==> src/acp_map.vh <==
// Purpose: Constants shared by the ASCII command parser.
// Assumes: A 10 MHz system clock; channel values held in tenths.
// Notes: Definitions only.
`ifndef ACP_MAP_VH
`define ACP_MAP_VH
`define CLK_HZ 10000000
`define LAMP_HALF_MS 250
`define LAMP_HALF_CYC_DEF (`LAMP_HALF_MS * (`CLK_HZ / 1000))
`define LAMP_HALVES 3'h5
`define ADDR_CTRL 8'h00
`define ADDR_STAT 8'h04
`define RESP_OKAY 2'h0
`define RESP_SLVERR 2'h2
`define UNIT_ID_RST 8'h01
`define SEC_OFFSET 8'h80
`define CH_BASE_LO 8'h01
`define CH_BASE_HI 8'h05
`define CH_PER_BOARD 8'h04
`define CH_LAST 2'h3
`define MAX_LEN 8'hFF
`define CH_CR 8'h0D
`define CH_LF 8'h0A
`define CH_COLON 8'h3A
`define CH_SEMI 8'h3B
`define CH_EQ 8'h3D
`define CH_QUERY 8'h3F
`define CH_DOT 8'h2E
`define CH_ZERO 8'h30
`define CH_NINE 8'h39
`define CH_SPACE 8'h20
`define CH_O 8'h6F
`define CH_K 8'h6B
`define NAME_GAIN 32'h4741494E
`define NAME_SENS 32'h53454E53
`define NAME_FSCI 32'h46534349
`define NAME_FSCO 32'h4653434F
`define NAME_IEXC 32'h49455843
`define NAME_STUS 32'h53545553
`define NAME_LAMP 32'h4C454453
`define GAIN_RST 16'h000A
`define SENS_RST 16'h0064
`define FS_OUT_RST 16'h0064
`define FS_IN_RST 16'h2710
`define IEXC_RST 16'h0028
`define GAIN_MIN 16'h0001
`define GAIN_MAX_INC 16'h07D0
`define GAIN_X1 16'h000A
`define GAIN_X10 16'h0064
`define GAIN_X100 16'h03E8
`define SCALE_K 34'h00186A0
`define DIV_BITS 6'h22
`define CTRL_HI_BIT 8
`define CTRL_INC_BIT 9
`endif

==> src/acp_parser.v <==
// Purpose: ASCII command line interpreter for a four channel conditioner board.
// Assumes: Byte stream from a same-clock receiver; AXI4-Lite for setup.
// Notes: Values are stored in tenths; one divider serves both gain equations.
// Operation
// - Unit or channel zero addresses all.
// - Directed set returns unit, name, ok.
// - Directed query returns the requested setting.
// - Global unit commands never answered.
// - Semicolon separated commands each execute, answer.
// - Later commands carry channel, reuse first unit.
// - Channel zero query lists every channel.
// - Unit-wide query reports board's lowest channel.
// - Both boards set; low board acknowledges.
// - High board silent on primary global query.
// - High board also answers at unit+128.
// - Gain accepted per fitted gain option.
// - Gain write recomputes full-scale input.
// - Sensitivity or input write recomputes gain.
// - Gain overrange adjusts full-scale input instead.
// - Gain query returns four values together.
// - Lamp test flashes indicators three times.
// - Read-only only queries; function type acts.
//
// The AXI4-Lite interface to the registers and the register offsets were decided locally.
`timescale 1ns/100ps
`include "acp_map.vh"
module acp_parser #(
	parameter [31:0] LAMP_HALF_CYC = `LAMP_HALF_CYC_DEF
) (
	// Clock and reset
	input wire aclk,
	input wire aresetn,
	// AXI4-Lite slave
	input wire [7:0] s_axi_awaddr,
	input wire s_axi_awvalid,
	output reg s_axi_awready,
	input wire [31:0] s_axi_wdata,
	input wire [3:0] s_axi_wstrb,
	input wire s_axi_wvalid,
	output reg s_axi_wready,
	output reg [1:0] s_axi_bresp,
	output reg s_axi_bvalid,
	input wire s_axi_bready,
	input wire [7:0] s_axi_araddr,
	input wire s_axi_arvalid,
	output reg s_axi_arready,
	output reg [31:0] s_axi_rdata,
	output reg [1:0] s_axi_rresp,
	output reg s_axi_rvalid,
	input wire s_axi_rready,
	// Command character stream
	input wire [7:0] rx_data,
	input wire rx_valid,
	output reg rx_ready,
	output reg [7:0] tx_data,
	output reg tx_valid,
	input wire tx_ready,
	// Front panel
	output reg lamp_on
);
	localparam M_RX = 3'h0, M_APPLY = 3'h1, M_DIV = 3'h2, M_FIX = 3'h3, M_TX = 3'h4;
	localparam P_UNIT = 3'h0, P_CHAN = 3'h1, P_NAME = 3'h2, P_VAL = 3'h3, P_EOL = 3'h4,
		P_SKIP = 3'h5;
	localparam T_UNIT = 4'h0, T_C1 = 4'h1, T_NAME = 4'h2, T_C2 = 4'h3, T_OK = 4'h4,
		T_CH = 4'h5, T_EQ = 4'h6, T_VAL = 4'h7, T_SEP = 4'h8, T_CR = 4'h9, T_LF = 4'hA,
		T_NUM = 4'hB, T_END = 4'hC;
	localparam C_NONE = 3'h0, C_GAIN = 3'h1, C_SENS = 3'h2, C_FSCI = 3'h3, C_FSCO = 3'h4,
		C_IEXC = 3'h5, C_STUS = 3'h6, C_LAMP = 3'h7;

	reg [2:0] m_st, p_st;
	reg [3:0] t_st, t_ret;
	reg [7:0] unit_reg, chan_reg, len_reg, unit_id_reg, cmd_cnt_reg;
	reg [31:0] name_reg;
	reg [15:0] val_reg, valx_reg, iexc_reg;
	reg op_q_reg, frac_reg, fdig_reg, ctrl_hi_reg, ctrl_inc_reg, resp_reg, qry_reg;
	reg [2:0] cmd_reg;
	reg [1:0] ci_reg, ce_reg, fld_reg, nidx_reg;
	reg [15:0] gain_mem [0:3];
	reg [15:0] sens_mem [0:3];
	reg [15:0] fs_in_mem [0:3];
	reg [15:0] fs_out_mem [0:3];
	reg [33:0] div_num;
	reg [32:0] div_rem;
	reg [31:0] div_den;
	reg [5:0] div_cnt;
	reg div_fs_in_reg;
	reg [19:0] nbcd;
	reg [2:0] ndig;
	reg nfrac, nlead, ndot, lamp_go_reg;
	reg [31:0] lamp_cnt;
	reg [2:0] lamp_ph;
	reg aw_have, w_have;
	reg [7:0] aw_addr;
	reg [31:0] w_data;
	reg [3:0] w_strb;
	reg [1:0] ci_first;
	reg uwide_r;
	integer i;

	function [15:0] dec_acc;
		input [15:0] old;
		input [7:0] c;
		reg [19:0] t;
		begin
			t = {4'h0, old} * 20'h0000A + {12'h000, c - `CH_ZERO};
			dec_acc = t[15:0];
		end
	endfunction

	function is_digit;
		input [7:0] c;
		begin
			is_digit = (c >= `CH_ZERO) && (c <= `CH_NINE);
		end
	endfunction

	function [2:0] cmd_of;
		input [31:0] n;
		begin
			case (n)
				`NAME_GAIN: cmd_of = C_GAIN;
				`NAME_SENS: cmd_of = C_SENS;
				`NAME_FSCI: cmd_of = C_FSCI;
				`NAME_FSCO: cmd_of = C_FSCO;
				`NAME_IEXC: cmd_of = C_IEXC;
				`NAME_STUS: cmd_of = C_STUS;
				`NAME_LAMP: cmd_of = C_LAMP;
				default: cmd_of = C_NONE;
			endcase
		end
	endfunction

	function [19:0] bin2bcd;
		input [15:0] b;
		integer j, k;
		reg [35:0] s;
		begin
			s = {20'h00000, b};
			for (j = 0; j < 16; j = j + 1) begin
				for (k = 0; k < 5; k = k + 1) begin
					if (s[16+4*k +: 4] > 4'h4) s[16+4*k +: 4] = s[16+4*k +: 4] + 4'h3;
				end
				s = s << 1;
			end
			bin2bcd = s[35:16];
		end
	endfunction

	// Address decision for the command that is about to execute.
	wire [2:0] cmd_now = cmd_of(name_reg);
	wire [7:0] base = ctrl_hi_reg ? `CH_BASE_HI : `CH_BASE_LO;
	wire [7:0] loc = chan_reg - base;
	wire own = loc < `CH_PER_BOARD;
	wire all_ch = chan_reg == 8'h00;
	wire g_unit = unit_reg == 8'h00;
	wire uwide = cmd_now == C_IEXC || cmd_now == C_STUS || cmd_now == C_LAMP;
	wire prim = unit_reg == unit_id_reg;
	wire sec = ctrl_hi_reg && unit_reg == unit_id_reg + `SEC_OFFSET;
	wire act = (g_unit || prim || sec) && (all_ch || own || uwide) && cmd_now != C_NONE;
	wire talk = act && !g_unit && (sec || !ctrl_hi_reg || (own && !uwide));
	wire [15:0] v10 = fdig_reg ? val_reg : dec_acc(val_reg, `CH_ZERO);
	wire gain_ok = ctrl_inc_reg ? (valx_reg >= `GAIN_MIN && valx_reg <= `GAIN_MAX_INC) :
		(valx_reg == `GAIN_X1 || valx_reg == `GAIN_X10 || valx_reg == `GAIN_X100);
	wire [15:0] gmax = ctrl_inc_reg ? `GAIN_MAX_INC : `GAIN_X100;
	wire [32:0] div_tr = {div_rem[31:0], div_num[33]};
	wire div_ge = div_tr >= {1'b0, div_den};
	wire [15:0] q16 = (|div_num[33:16]) ? 16'hFFFF : div_num[15:0];
	wire [7:0] rc = rx_data;
	wire [15:0] unit_acc = dec_acc({8'h00, unit_reg}, rc);
	wire [15:0] chan_acc = dec_acc({8'h00, chan_reg}, rc);

	reg [15:0] fval;
	always @* begin
		case (cmd_reg)
			C_GAIN: begin
				case (fld_reg)
					2'h0: fval = gain_mem[ci_reg];
					2'h1: fval = sens_mem[ci_reg];
					2'h2: fval = fs_out_mem[ci_reg];
					default: fval = fs_in_mem[ci_reg];
				endcase
			end
			C_SENS: fval = sens_mem[ci_reg];
			C_FSCI: fval = fs_in_mem[ci_reg];
			C_FSCO: fval = fs_out_mem[ci_reg];
			C_IEXC: fval = iexc_reg;
			default: fval = {15'h0000, lamp_ph != 3'h0};
		endcase
	end

	task emit;
		input [7:0] c;
		begin
			tx_valid <= 1'b1;
			tx_data <= c;
		end
	endtask

	task num_go;
		input [15:0] v;
		input f;
		input [3:0] ret;
		begin
			nbcd <= bin2bcd(v);
			ndig <= 3'h4;
			nfrac <= f;
			nlead <= 1'b0;
			ndot <= 1'b0;
			t_ret <= ret;
			t_st <= T_NUM;
		end
	endtask

	task div_go;
		input [33:0] n;
		input [31:0] d;
		input to_fs_in;
		begin
			div_num <= n;
			div_den <= d;
			div_rem <= 33'h000000000;
			div_cnt <= 6'h00;
			div_fs_in_reg <= to_fs_in;
			m_st <= M_DIV;
		end
	endtask

	task chan_next;
		begin
			if (ci_reg == ce_reg) begin
				ci_reg <= ce_reg == ci_reg && !uwide_r ? ci_first : ci_reg;
				t_st <= T_UNIT;
				m_st <= resp_reg ? M_TX : M_RX;
				rx_ready <= !resp_reg;
			end else begin
				ci_reg <= ci_reg + 2'h1;
				m_st <= M_APPLY;
			end
		end
	endtask

	// Command engine: parse, apply, divide, answer.
	always @(posedge aclk) begin
		if (!aresetn) begin
			m_st <= M_RX;
			p_st <= P_UNIT;
			t_st <= T_UNIT;
			t_ret <= T_UNIT;
			unit_reg <= 8'h00;
			chan_reg <= 8'h00;
			len_reg <= 8'h00;
			cmd_cnt_reg <= 8'h00;
			name_reg <= 32'h00000000;
			val_reg <= 16'h0000;
			valx_reg <= 16'h0000;
			iexc_reg <= `IEXC_RST;
			op_q_reg <= 1'b0;
			frac_reg <= 1'b0;
			fdig_reg <= 1'b0;
			resp_reg <= 1'b0;
			qry_reg <= 1'b0;
			cmd_reg <= C_NONE;
			ci_reg <= 2'h0;
			ce_reg <= 2'h0;
			ci_first <= 2'h0;
			uwide_r <= 1'b0;
			fld_reg <= 2'h0;
			nidx_reg <= 2'h0;
			div_num <= 34'h000000000;
			div_rem <= 33'h000000000;
			div_den <= 32'h00000000;
			div_cnt <= 6'h00;
			div_fs_in_reg <= 1'b0;
			nbcd <= 20'h00000;
			ndig <= 3'h0;
			nfrac <= 1'b0;
			nlead <= 1'b0;
			ndot <= 1'b0;
			lamp_go_reg <= 1'b0;
			rx_ready <= 1'b1;
			tx_valid <= 1'b0;
			tx_data <= 8'h00;
			for (i = 0; i < 4; i = i + 1) begin
				gain_mem[i] <= `GAIN_RST;
				sens_mem[i] <= `SENS_RST;
				fs_in_mem[i] <= `FS_IN_RST;
				fs_out_mem[i] <= `FS_OUT_RST;
			end
		end else begin
			lamp_go_reg <= 1'b0;
			if (tx_valid && tx_ready) tx_valid <= 1'b0;
			case (m_st)
				M_RX: begin
					if (rx_valid && rx_ready) begin
						len_reg <= len_reg + 8'h01;
						if (p_st != P_SKIP && p_st != P_EOL && len_reg == `MAX_LEN && rc != `CH_CR) begin
							p_st <= P_SKIP;
						end else begin
							case (p_st)
								P_UNIT: begin
									if (is_digit(rc)) unit_reg <= unit_acc[7:0];
									else if (rc == `CH_COLON) begin
										p_st <= P_CHAN;
										chan_reg <= 8'h00;
									end
								end
								P_CHAN: begin
									if (is_digit(rc)) chan_reg <= chan_acc[7:0];
									else if (rc == `CH_COLON) begin
										p_st <= P_NAME;
										name_reg <= 32'h00000000;
									end
								end
								P_NAME: begin
									if (rc == `CH_EQ || rc == `CH_QUERY) begin
										op_q_reg <= rc == `CH_QUERY;
										p_st <= P_VAL;
										val_reg <= 16'h0000;
										frac_reg <= 1'b0;
										fdig_reg <= 1'b0;
									end else if (rc == `CH_CR) p_st <= P_EOL;
									else if (rc != `CH_SPACE) name_reg <= {name_reg[23:0], rc};
								end
								P_VAL: begin
									if (is_digit(rc) && (!frac_reg || !fdig_reg)) begin
										val_reg <= dec_acc(val_reg, rc);
										fdig_reg <= frac_reg;
									end else if (rc == `CH_DOT) frac_reg <= 1'b1;
									else if (rc == `CH_SEMI || rc == `CH_CR) begin
										p_st <= rc == `CH_SEMI ? P_CHAN : P_EOL;
										chan_reg <= 8'h00;
										valx_reg <= v10;
										if (act) begin
											cmd_cnt_reg <= cmd_cnt_reg + 8'h01;
											cmd_reg <= cmd_now;
											uwide_r <= uwide;
											ci_reg <= (all_ch || uwide) ? 2'h0 : loc[1:0];
											ci_first <= (all_ch || uwide) ? 2'h0 : loc[1:0];
											ce_reg <= uwide ? 2'h0 : (all_ch ? `CH_LAST : loc[1:0]);
											resp_reg <= talk;
											t_st <= T_UNIT;
											// Read-only names answer as queries; function names act.
											qry_reg <= (op_q_reg || cmd_now == C_STUS) && cmd_now != C_LAMP;
											if (cmd_now == C_LAMP) begin
												lamp_go_reg <= 1'b1;
												m_st <= talk ? M_TX : M_RX;
												rx_ready <= !talk;
											end else if (op_q_reg || cmd_now == C_STUS) begin
												m_st <= talk ? M_TX : M_RX;
												rx_ready <= !talk;
											end else begin
												m_st <= M_APPLY;
												rx_ready <= 1'b0;
											end
										end
									end
								end
								default: begin
									if (rc == `CH_LF) begin
										p_st <= P_UNIT;
										unit_reg <= 8'h00;
										len_reg <= 8'h00;
									end
								end
							endcase
						end
					end
				end
				M_APPLY: begin
					case (cmd_reg)
						C_GAIN: begin
							if (gain_ok) begin
								gain_mem[ci_reg] <= valx_reg;
								div_go({18'h00000, fs_out_mem[ci_reg]} * `SCALE_K,
									{16'h0000, valx_reg} * {16'h0000, sens_mem[ci_reg]}, 1'b1);
							end else chan_next;
						end
						C_SENS: begin
							sens_mem[ci_reg] <= valx_reg;
							div_go({18'h00000, fs_out_mem[ci_reg]} * `SCALE_K,
								{16'h0000, fs_in_mem[ci_reg]} * {16'h0000, valx_reg}, 1'b0);
						end
						C_FSCI: begin
							fs_in_mem[ci_reg] <= valx_reg;
							div_go({18'h00000, fs_out_mem[ci_reg]} * `SCALE_K,
								{16'h0000, valx_reg} * {16'h0000, sens_mem[ci_reg]}, 1'b0);
						end
						C_FSCO: begin
							fs_out_mem[ci_reg] <= valx_reg;
							div_go({18'h00000, valx_reg} * `SCALE_K,
								{16'h0000, fs_in_mem[ci_reg]} * {16'h0000, sens_mem[ci_reg]}, 1'b0);
						end
						C_IEXC: begin
							iexc_reg <= valx_reg;
							chan_next;
						end
						default: chan_next;
					endcase
				end
				M_DIV: begin
					if (div_cnt == `DIV_BITS) m_st <= M_FIX;
					else begin
						div_cnt <= div_cnt + 6'h01;
						div_rem <= div_ge ? div_tr - {1'b0, div_den} : div_tr;
						div_num <= {div_num[32:0], div_ge};
					end
				end
				M_FIX: begin
					if (div_fs_in_reg) begin
						fs_in_mem[ci_reg] <= q16;
						chan_next;
					end else if (q16 > gmax || q16 < `GAIN_MIN) begin
						gain_mem[ci_reg] <= q16 > gmax ? gmax : `GAIN_MIN;
						div_go({18'h00000, fs_out_mem[ci_reg]} * `SCALE_K,
							{16'h0000, (q16 > gmax ? gmax : `GAIN_MIN)} *
							{16'h0000, sens_mem[ci_reg]}, 1'b1);
					end else begin
						gain_mem[ci_reg] <= q16;
						chan_next;
					end
				end
				default: begin
					if (!tx_valid) begin
						case (t_st)
							T_UNIT: num_go({8'h00, unit_reg}, 1'b0, T_C1);
							T_C1: begin
								emit(`CH_COLON);
								nidx_reg <= 2'h3;
								t_st <= T_NAME;
							end
							T_NAME: begin
								emit(name_reg[nidx_reg*8 +: 8]);
								if (nidx_reg == 2'h0) t_st <= T_C2;
								else nidx_reg <= nidx_reg - 2'h1;
							end
							T_C2: begin
								emit(`CH_COLON);
								nidx_reg <= 2'h1;
								t_st <= qry_reg ? T_CH : T_OK;
							end
							T_OK: begin
								emit(nidx_reg[0] ? `CH_O : `CH_K);
								nidx_reg <= 2'h0;
								if (!nidx_reg[0]) t_st <= T_CR;
							end
							T_CH: begin
								fld_reg <= 2'h0;
								num_go({8'h00, base + {6'h00, ci_reg}}, 1'b0, T_EQ);
							end
							T_EQ: begin
								emit(`CH_EQ);
								t_st <= T_VAL;
							end
							T_VAL: num_go(fval, 1'b1, T_SEP);
							T_SEP: begin
								if (cmd_reg == C_GAIN && fld_reg != 2'h3) begin
									emit(`CH_COLON);
									fld_reg <= fld_reg + 2'h1;
									t_st <= T_VAL;
								end else begin
									emit(`CH_SEMI);
									if (ci_reg == ce_reg) t_st <= T_CR;
									else begin
										ci_reg <= ci_reg + 2'h1;
										t_st <= T_CH;
									end
								end
							end
							T_CR: begin
								emit(`CH_CR);
								t_st <= T_LF;
							end
							T_LF: begin
								emit(`CH_LF);
								t_st <= T_END;
							end
							// Input resumes only once the last answer byte has left.
							T_END: begin
								t_st <= T_UNIT;
								m_st <= M_RX;
								rx_ready <= 1'b1;
							end
							default: begin
								if (nfrac && ndig == 3'h0 && !ndot) begin
									emit(`CH_DOT);
									ndot <= 1'b1;
								end else begin
									if (nbcd[ndig*4 +: 4] != 4'h0 || nlead || ndig == 3'h0 ||
										(nfrac && ndig == 3'h1)) begin
										emit(`CH_ZERO + {4'h0, nbcd[ndig*4 +: 4]});
										nlead <= 1'b1;
									end
									if (ndig == 3'h0) t_st <= t_ret;
									else ndig <= ndig - 3'h1;
								end
							end
						endcase
					end
				end
			endcase
		end
	end

	// Lamp test: five half-period toggles give three lit flashes.
	always @(posedge aclk) begin
		if (!aresetn) begin
			lamp_cnt <= 32'h00000000;
			lamp_ph <= 3'h0;
			lamp_on <= 1'b0;
		end else if (lamp_go_reg) begin
			lamp_cnt <= 32'h00000000;
			lamp_ph <= `LAMP_HALVES;
			lamp_on <= 1'b1;
		end else if (lamp_ph != 3'h0) begin
			if (lamp_cnt == LAMP_HALF_CYC - 32'h00000001) begin
				lamp_cnt <= 32'h00000000;
				lamp_on <= !lamp_on;
				lamp_ph <= lamp_ph - 3'h1;
			end else lamp_cnt <= lamp_cnt + 32'h00000001;
		end
	end

	// AXI4-Lite register access.
	always @(posedge aclk) begin
		if (!aresetn) begin
			s_axi_awready <= 1'b1;
			s_axi_wready <= 1'b1;
			s_axi_bvalid <= 1'b0;
			s_axi_bresp <= `RESP_OKAY;
			s_axi_arready <= 1'b1;
			s_axi_rvalid <= 1'b0;
			s_axi_rresp <= `RESP_OKAY;
			s_axi_rdata <= 32'h00000000;
			aw_have <= 1'b0;
			w_have <= 1'b0;
			aw_addr <= 8'h00;
			w_data <= 32'h00000000;
			w_strb <= 4'h0;
			unit_id_reg <= `UNIT_ID_RST;
			ctrl_hi_reg <= 1'b0;
			ctrl_inc_reg <= 1'b1;
		end else begin
			if (s_axi_awvalid && s_axi_awready) begin
				aw_addr <= s_axi_awaddr;
				aw_have <= 1'b1;
				s_axi_awready <= 1'b0;
			end
			if (s_axi_wvalid && s_axi_wready) begin
				w_data <= s_axi_wdata;
				w_strb <= s_axi_wstrb;
				w_have <= 1'b1;
				s_axi_wready <= 1'b0;
			end
			if (aw_have && w_have && !s_axi_bvalid) begin
				aw_have <= 1'b0;
				w_have <= 1'b0;
				s_axi_bvalid <= 1'b1;
				s_axi_bresp <= `RESP_OKAY;
				if (aw_addr[7:2] == `ADDR_CTRL >> 2) begin
					if (w_strb[0]) unit_id_reg <= w_data[7:0];
					if (w_strb[1]) begin
						ctrl_hi_reg <= w_data[`CTRL_HI_BIT];
						ctrl_inc_reg <= w_data[`CTRL_INC_BIT];
					end
				end else if (aw_addr[7:2] != `ADDR_STAT >> 2) s_axi_bresp <= `RESP_SLVERR;
			end
			if (s_axi_bvalid && s_axi_bready) begin
				s_axi_bvalid <= 1'b0;
				s_axi_awready <= 1'b1;
				s_axi_wready <= 1'b1;
			end
			if (s_axi_arvalid && s_axi_arready) begin
				s_axi_arready <= 1'b0;
				s_axi_rvalid <= 1'b1;
				s_axi_rresp <= `RESP_OKAY;
				if (s_axi_araddr[7:2] == `ADDR_CTRL >> 2)
					s_axi_rdata <= {22'h000000, ctrl_inc_reg, ctrl_hi_reg, unit_id_reg};
				else if (s_axi_araddr[7:2] == `ADDR_STAT >> 2)
					s_axi_rdata <= {16'h0000, cmd_cnt_reg, 6'h00, lamp_ph != 3'h0, m_st != M_RX};
				else begin
					s_axi_rdata <= 32'h00000000;
					s_axi_rresp <= `RESP_SLVERR;
				end
			end
			if (s_axi_rvalid && s_axi_rready) begin
				s_axi_rvalid <= 1'b0;
				s_axi_arready <= 1'b1;
			end
		end
	end
endmodule

==> config.mk <==
export PLATFORM = sky130hd
export DESIGN_NAME = acp_parser
export DESIGN_NICKNAME = d
export VERILOG_FILES = /design/src/acp_parser.v
export VERILOG_INCLUDE_DIRS = /design/src
export SDC_FILE = /design/constraint.sdc
export NUM_CORES = 2
export LEC_CHECK = 0
export ABC_AREA = 1
export BUFFER_PORTS_ARGS = -buffer_cell sky130_fd_sc_hd__buf_2
export CELL_PAD_IN_SITES_DETAIL_PLACEMENT = 0
export CELL_PAD_IN_SITES_GLOBAL_PLACEMENT = 1
export CORE_ASPECT_RATIO = 1.5
export CORE_UTILIZATION = 46
export CTS_BUF_LIST = sky130_fd_sc_hd__clkbuf_2
export DETAILED_ROUTE_END_ITERATION = 16
export GPL_TIMING_DRIVEN = 0
export PLACE_DENSITY_LB_ADDON = 0.1
export SYNTH_ARGS = -nofsm -noshare
export SYNTH_HDL_FRONTEND = slang
export SYNTH_SLANG_ARGS = --single-unit
==> constraint.sdc <==
create_clock -name aclk -period 11.4 [get_ports aclk]
set_input_delay 1.71 -clock aclk [delete_from_list [all_inputs] [get_ports aclk]]
set_output_delay 1.71 -clock aclk [all_outputs]
set_load 0.02 [all_outputs]
---- Word-level counts from Yosys, hierarchy flattened ----
Memory sizes are Yosys's and may differ from the RTL's. A register that Yosys moved wholly into a read port is not among the register bits.
Index checks and enable logic that the tools add are counted.
word-level totals
  memory bits (read-only) ................. 0
  output and inout bits ................... 52
  RAM bits ................................ 256
  latch bits .............................. 0
  memories kept ........................... 4
  register bits ........................... 396
  logic and storage cells ................. 1949
memory list
  memory      depth  width  read ports  clocked after Yosys merged registers in  write ports  RTL line         text
  fs_in_mem   4      16     1           1                                        4            acp_parser.v:80  reg [15:0] fs_in_mem [0:3];
  fs_out_mem  4      16     1           1                                        4            acp_parser.v:81  reg [15:0] fs_out_mem [0:3];
  gain_mem    4      16     1           1                                        4            acp_parser.v:78  reg [15:0] gain_mem [0:3];
  sens_mem    4      16     1           1                                        4            acp_parser.v:79  reg [15:0] sens_mem [0:3];
cells by class
  $lt $le $gt $ge ......................... 204
  add/sub/neg operators ................... 214
  reduce and logical (&&, ||, !) cells .... 143
  shift-type cells ........................ 2
  eq/ne operators ......................... 112
  bitwise gates (word level) .............. 18
  multiply operators ...................... 9
  divide/modulo/power cells ............... 0
  muxes and demuxes ....................... 1185
operator list
  kind                    number
  $mux 4                  791
  $gt 4x3->1 const B      195
  $add 4x2->4 const B     161
  $mux 3                  196
  $mux 32                 14
  $eq 32x31->1 const B    7
  $mux 16                 13
  $pmux 34 s3             2
  $pmux 32 s2             3
  $mux 34                 4
  $pmux 32 s4             1
  $mux 8                  13
  $add 3x2->3 const B     34
  $mul 16x16->32          3
  $pmux 32 s3             1
  $pmux 16 s5             1
  $mux 2                  37
  $mux 1                  72
  $pmux 8 s8              1
  $reduce_or 16->1        4
  $ne 2x2->1 const B      31
  $pmux 20 s3             1
  $mul 16x12->28 const B  2
  $pmux 16 s3             1
  other kinds (115)       299

---- Longest topological paths before layout ----
  depth in word-level cells ............... 90
  mapped depth ............................ 99
  depth with buffers taken out ............ 95

---- Worst setup path after synthesis ----
OpenSTA, ideal clock, no wires.
  kind .................................... reg2reg
  start point ............................. reg with a tool-made name
  end point ............................... reg nbcd[9]
  path slack .............................. -276 ps
  buffers on the path ..................... 11
  data arrival time ....................... 11606 ps
  setup time .............................. 70 ps
  period minus slack after synthesis ...... 11676 ps
  stages on the path, launching flop included .. 91
  cell sequence ........................... dfxtp_1 > buf_6 > buf_2 > buf_2 > buf_2 > buf_1 > clkbuf_1 > clkbuf_1 > clkbuf_1 > clkbuf_1 > clkbuf_1 > clkbuf_1 > o21ai_0 > o21ai_0 > a221oi_1 > o21ai_0 > ha_1 > inv_1 > (+55 left out) > nand2_1 > inv_1 > ha_1 > inv_1 > nand2_4 > nand2_2 > nand3_1 > ha_1 > o21ai_4 > nand3_1 > ha_1 > inv_1 > nand3_1 > nand2_2 > inv_2 > nand2_1 > nand3_1 > a21oi_1
RTL lines
  what                  RTL line          text
  end signal, assigned  acp_parser.v:274  nbcd <= 20'h00000;
  end, declared         acp_parser.v:87   reg [19:0] nbcd;

==> reports/results.ini <==
[run_status]
outcome = finished, violations left
violations = max-capacitance violations, max-slew violations

[floorplan]
start_util_pct = 46.31
coreArea_um2 = 156800
dieArea_um2 = 159500
die-height_um = 488.6
rows = 178
die_w_um = 326.4
top_level_ports = 121

[final_layout]
layout.nets = 11280
syn_to_final_growth_pct = 8.703
num-fill-cells = 15880
drive_gt1_share_pct = 8.454

[power]
power_mw = 5.990
ir_drop_mv = 0.09343
p_per_area_nw_per_um2 = 75.88
p_leak_nw = 38.78

[timing]
slew_violations = 36
skew_ns = 0.1750
fin_crit_sh_pct = 96.58
fin_crit_ns = 11.01
fmax_mhz = 90.83
finalSetupViolCount = 0
finalHoldViolCount = 0
worst_pin_slew_ns = 1.557
maxSlewHeadroom_pct = -3.814
setup_ws_ns = 0.3900

[global_route]
grtUsageMet1_pct = 39.33
track_usage_pct = 37.32
global_route.usage.met2_pct = 63.76
grt_pass1_wl_um = 431800
antenna_found_initial = 12
grt_pass1_vias = 67620
grt-busiest-layer = met2
grt_start_max_net_pins = 20
grt_overflow_total = 0
grt_util_met3_pct = 6.149

[hold_path]
hp-class = in -> reg
hp-start = s_axi_awaddr[7]

[synthesis]
synth_fa_ha_area_share_pct = 34.67
yosysWarningCount = 0
yosys.area.top_type = fa_1
yosys.area_share.simple_pct = 20.49
muxShareOfSynthArea_pct = 0.01551
synth_compound_area_share_pct = 11.32
synth_common_cells = nand2_1 (1742), inv_1 (1554), nor2_1 (1002)
synth_cells = 9324
synth_area_leaders = fa_1 (21%), ha_1 (13%), edfxtp_1 (11%)
mappedNetlistArea_um2 = 72620
yosysMostFrequentCell = nand2_1
synth_top_family_by_area = adder cells
ys.flop_type = dfxtp_1
ys_types = 73
synthXorXnorAreaFrac_pct = 1.961
async_flop_share_pct = 0
synth_top_area_share_pct = 21.28
synth-seq-cells = 633
synth_edf_count = 256
avgSynthCellArea_um2 = 7.788
yosysSeqAreaShare_pct = 20.98

[clock_network]
cts.clk_slew.worst_paths_ns = 0.11
clk_latency_ns = 1.83
cts_tree = done
cts_inserted_buffers = 163
clockBufferDepth = 3
cts_root_buffer = clkbuf_2
numClockSinks = 633
h-tree-depth = 4

[placed_design]
gp_congestion = 1.034
io_buffers = 74
place_ws_ns = -4.117
dp_hpwl_um = 239900

[job]
drv_cap = 6

[detailed_routing]
wl_per_cell_um = 25.01
drc_errors = 0
drt_wl_total_um = 296800
viasPerCell = 5.636
ant_nets = 0
firstDrtPassIters = 8
vias = 66870
drt-initial-drc-count = 5322

[worst_setup_path]
arrival_ns = 12.53
slowest_delay_ns = 0.59
path_buf_inv = 20
endpoint_kind = register
crit_required_ns = 12.92
crit_family = adder cells
critPathMaxFanout = 19
critPathKind = reg -> reg
start_kind = register
crit_path_top_delay_cell = fa_1

area by class of cell:
type                       instances  area, um^2  area share, %
multi-input combinational       6701       50260          63.67
sequential                       633       15240          19.31
inverter                        1621        6148          7.789
tap                             2070        2590          3.281
buffer                           378        1911          2.420
timing repair buffer             164        1237          1.568
clock buffer                     224        1121          1.420
clock inverter                    61       400.4         0.5072
antenna                           13       32.53        0.04121
through the flow:
step | TNS (ns) | cell area (um^2) | instances | utilization (%) | hold slack [ns]
after floorplan | 0 | 72680 | 9341 | - | 0.4244
after global placement | -120.29 | 75640 | 11490 | 48.25 | 0.4425
after detailed placement | -125.83 | 75990 | 11500 | 48.47 | 0.4517
after CTS | 0 | 78220 | 11820 | 49.89 | 0.004919
after global routing | -0.1582 | 78910 | 11860 | 50.33 | 0.1729
final | 0 | 78940 | 11870 | 50.34 | 0.1553
worst reg2reg max path: cells and delay by family, from the launching register on:
kind / cells / cell delay [ns]
compound gates: 11 / 2.14
fa+ha+maj: 7 / 3.22
buf+inv: 20 / 3.02
flops: 1 / 0.42
simple gates: 18 / 1.98
placed cells by master, fill, tap and decap left out, types with 30 or more instances in the layout:
| master | count |
|---|---|
| buf_4 | 90 |
| a31oi_1 | 64 |
| fa_1 | 772 |
| inv_2 | 54 |
| o21ai_2 | 30 |
| o22ai_1 | 41 |
| nand3_1 | 378 |
| nor3_1 | 96 |
| inv_1 | 1537 |
| nand2_1 | 1724 |
| ha_1 | 761 |
| nand4_1 | 65 |
| nor4_1 | 44 |
| a21oi_1 | 587 |
| xnor2_1 | 72 |
| nand2_2 | 76 |
| xor2_1 | 85 |
| a211oi_1 | 61 |
| buf_2 | 82 |
| dfxtp_1 | 375 |
| o21ai_0 | 423 |
| clkbuf_1 | 267 |
| edfxtp_1 | 256 |
| clkbuf_2 | 253 |
| o211ai_1 | 48 |
| nor2_1 | 1000 |
| clkinv_1 | 57 |
| nand2_4 | 30 |
repair_timing:
action                                  4_1_cts  5_1_grt
cloned                                        0        1
endpoints found under the setup margin       53       29
hold buffers                                  1        0
endpoints found under the hold margin         1        0
pin swaps                                    21       32
gates resized for setup                     151      152
setup buffers                                32       35
routing by layer:
layer / vias to the layer above / part of all wire [%]
li1: 30640 / -
met1: 32440 / 34
met2: 2736 / 48
met3: 1039 / 6.7
met4: 8 / 11
met5: - / 0.019
cell families (layout without fill, tap and decap cells):
group | after synthesis | after routing
simple gates | 3530 | 3530
buf+inv | 2007 | 2448
fa+ha+maj | 1549 | 1549
compound gates | 1443 | 1443
flops | 633 | 633
xor+xnor | 160 | 160
other cells | 1 | 31
mux | 1 | 1
worst paths after layout:
kind / slack (ns) / cells after the start / to
worst max-delay path: 0.39 / 56 / div_den[30]
worst min register to register: 0.42 / 2 / s_axi_rdata[13]
worst min-delay path: 0.16 / 3 / aw_addr[7]
worst max register to register: 0.39 / 56 / div_den[30]
where the power goes:
group | total, mW | internal, mW | switching (mW)
clock network | 1.71 | 0.609 | 1.10
logic | 1.85 | 0.644 | 1.21
registers | 2.42 | 2.39 | 0.0296
(Power assumes the default switching activity.)
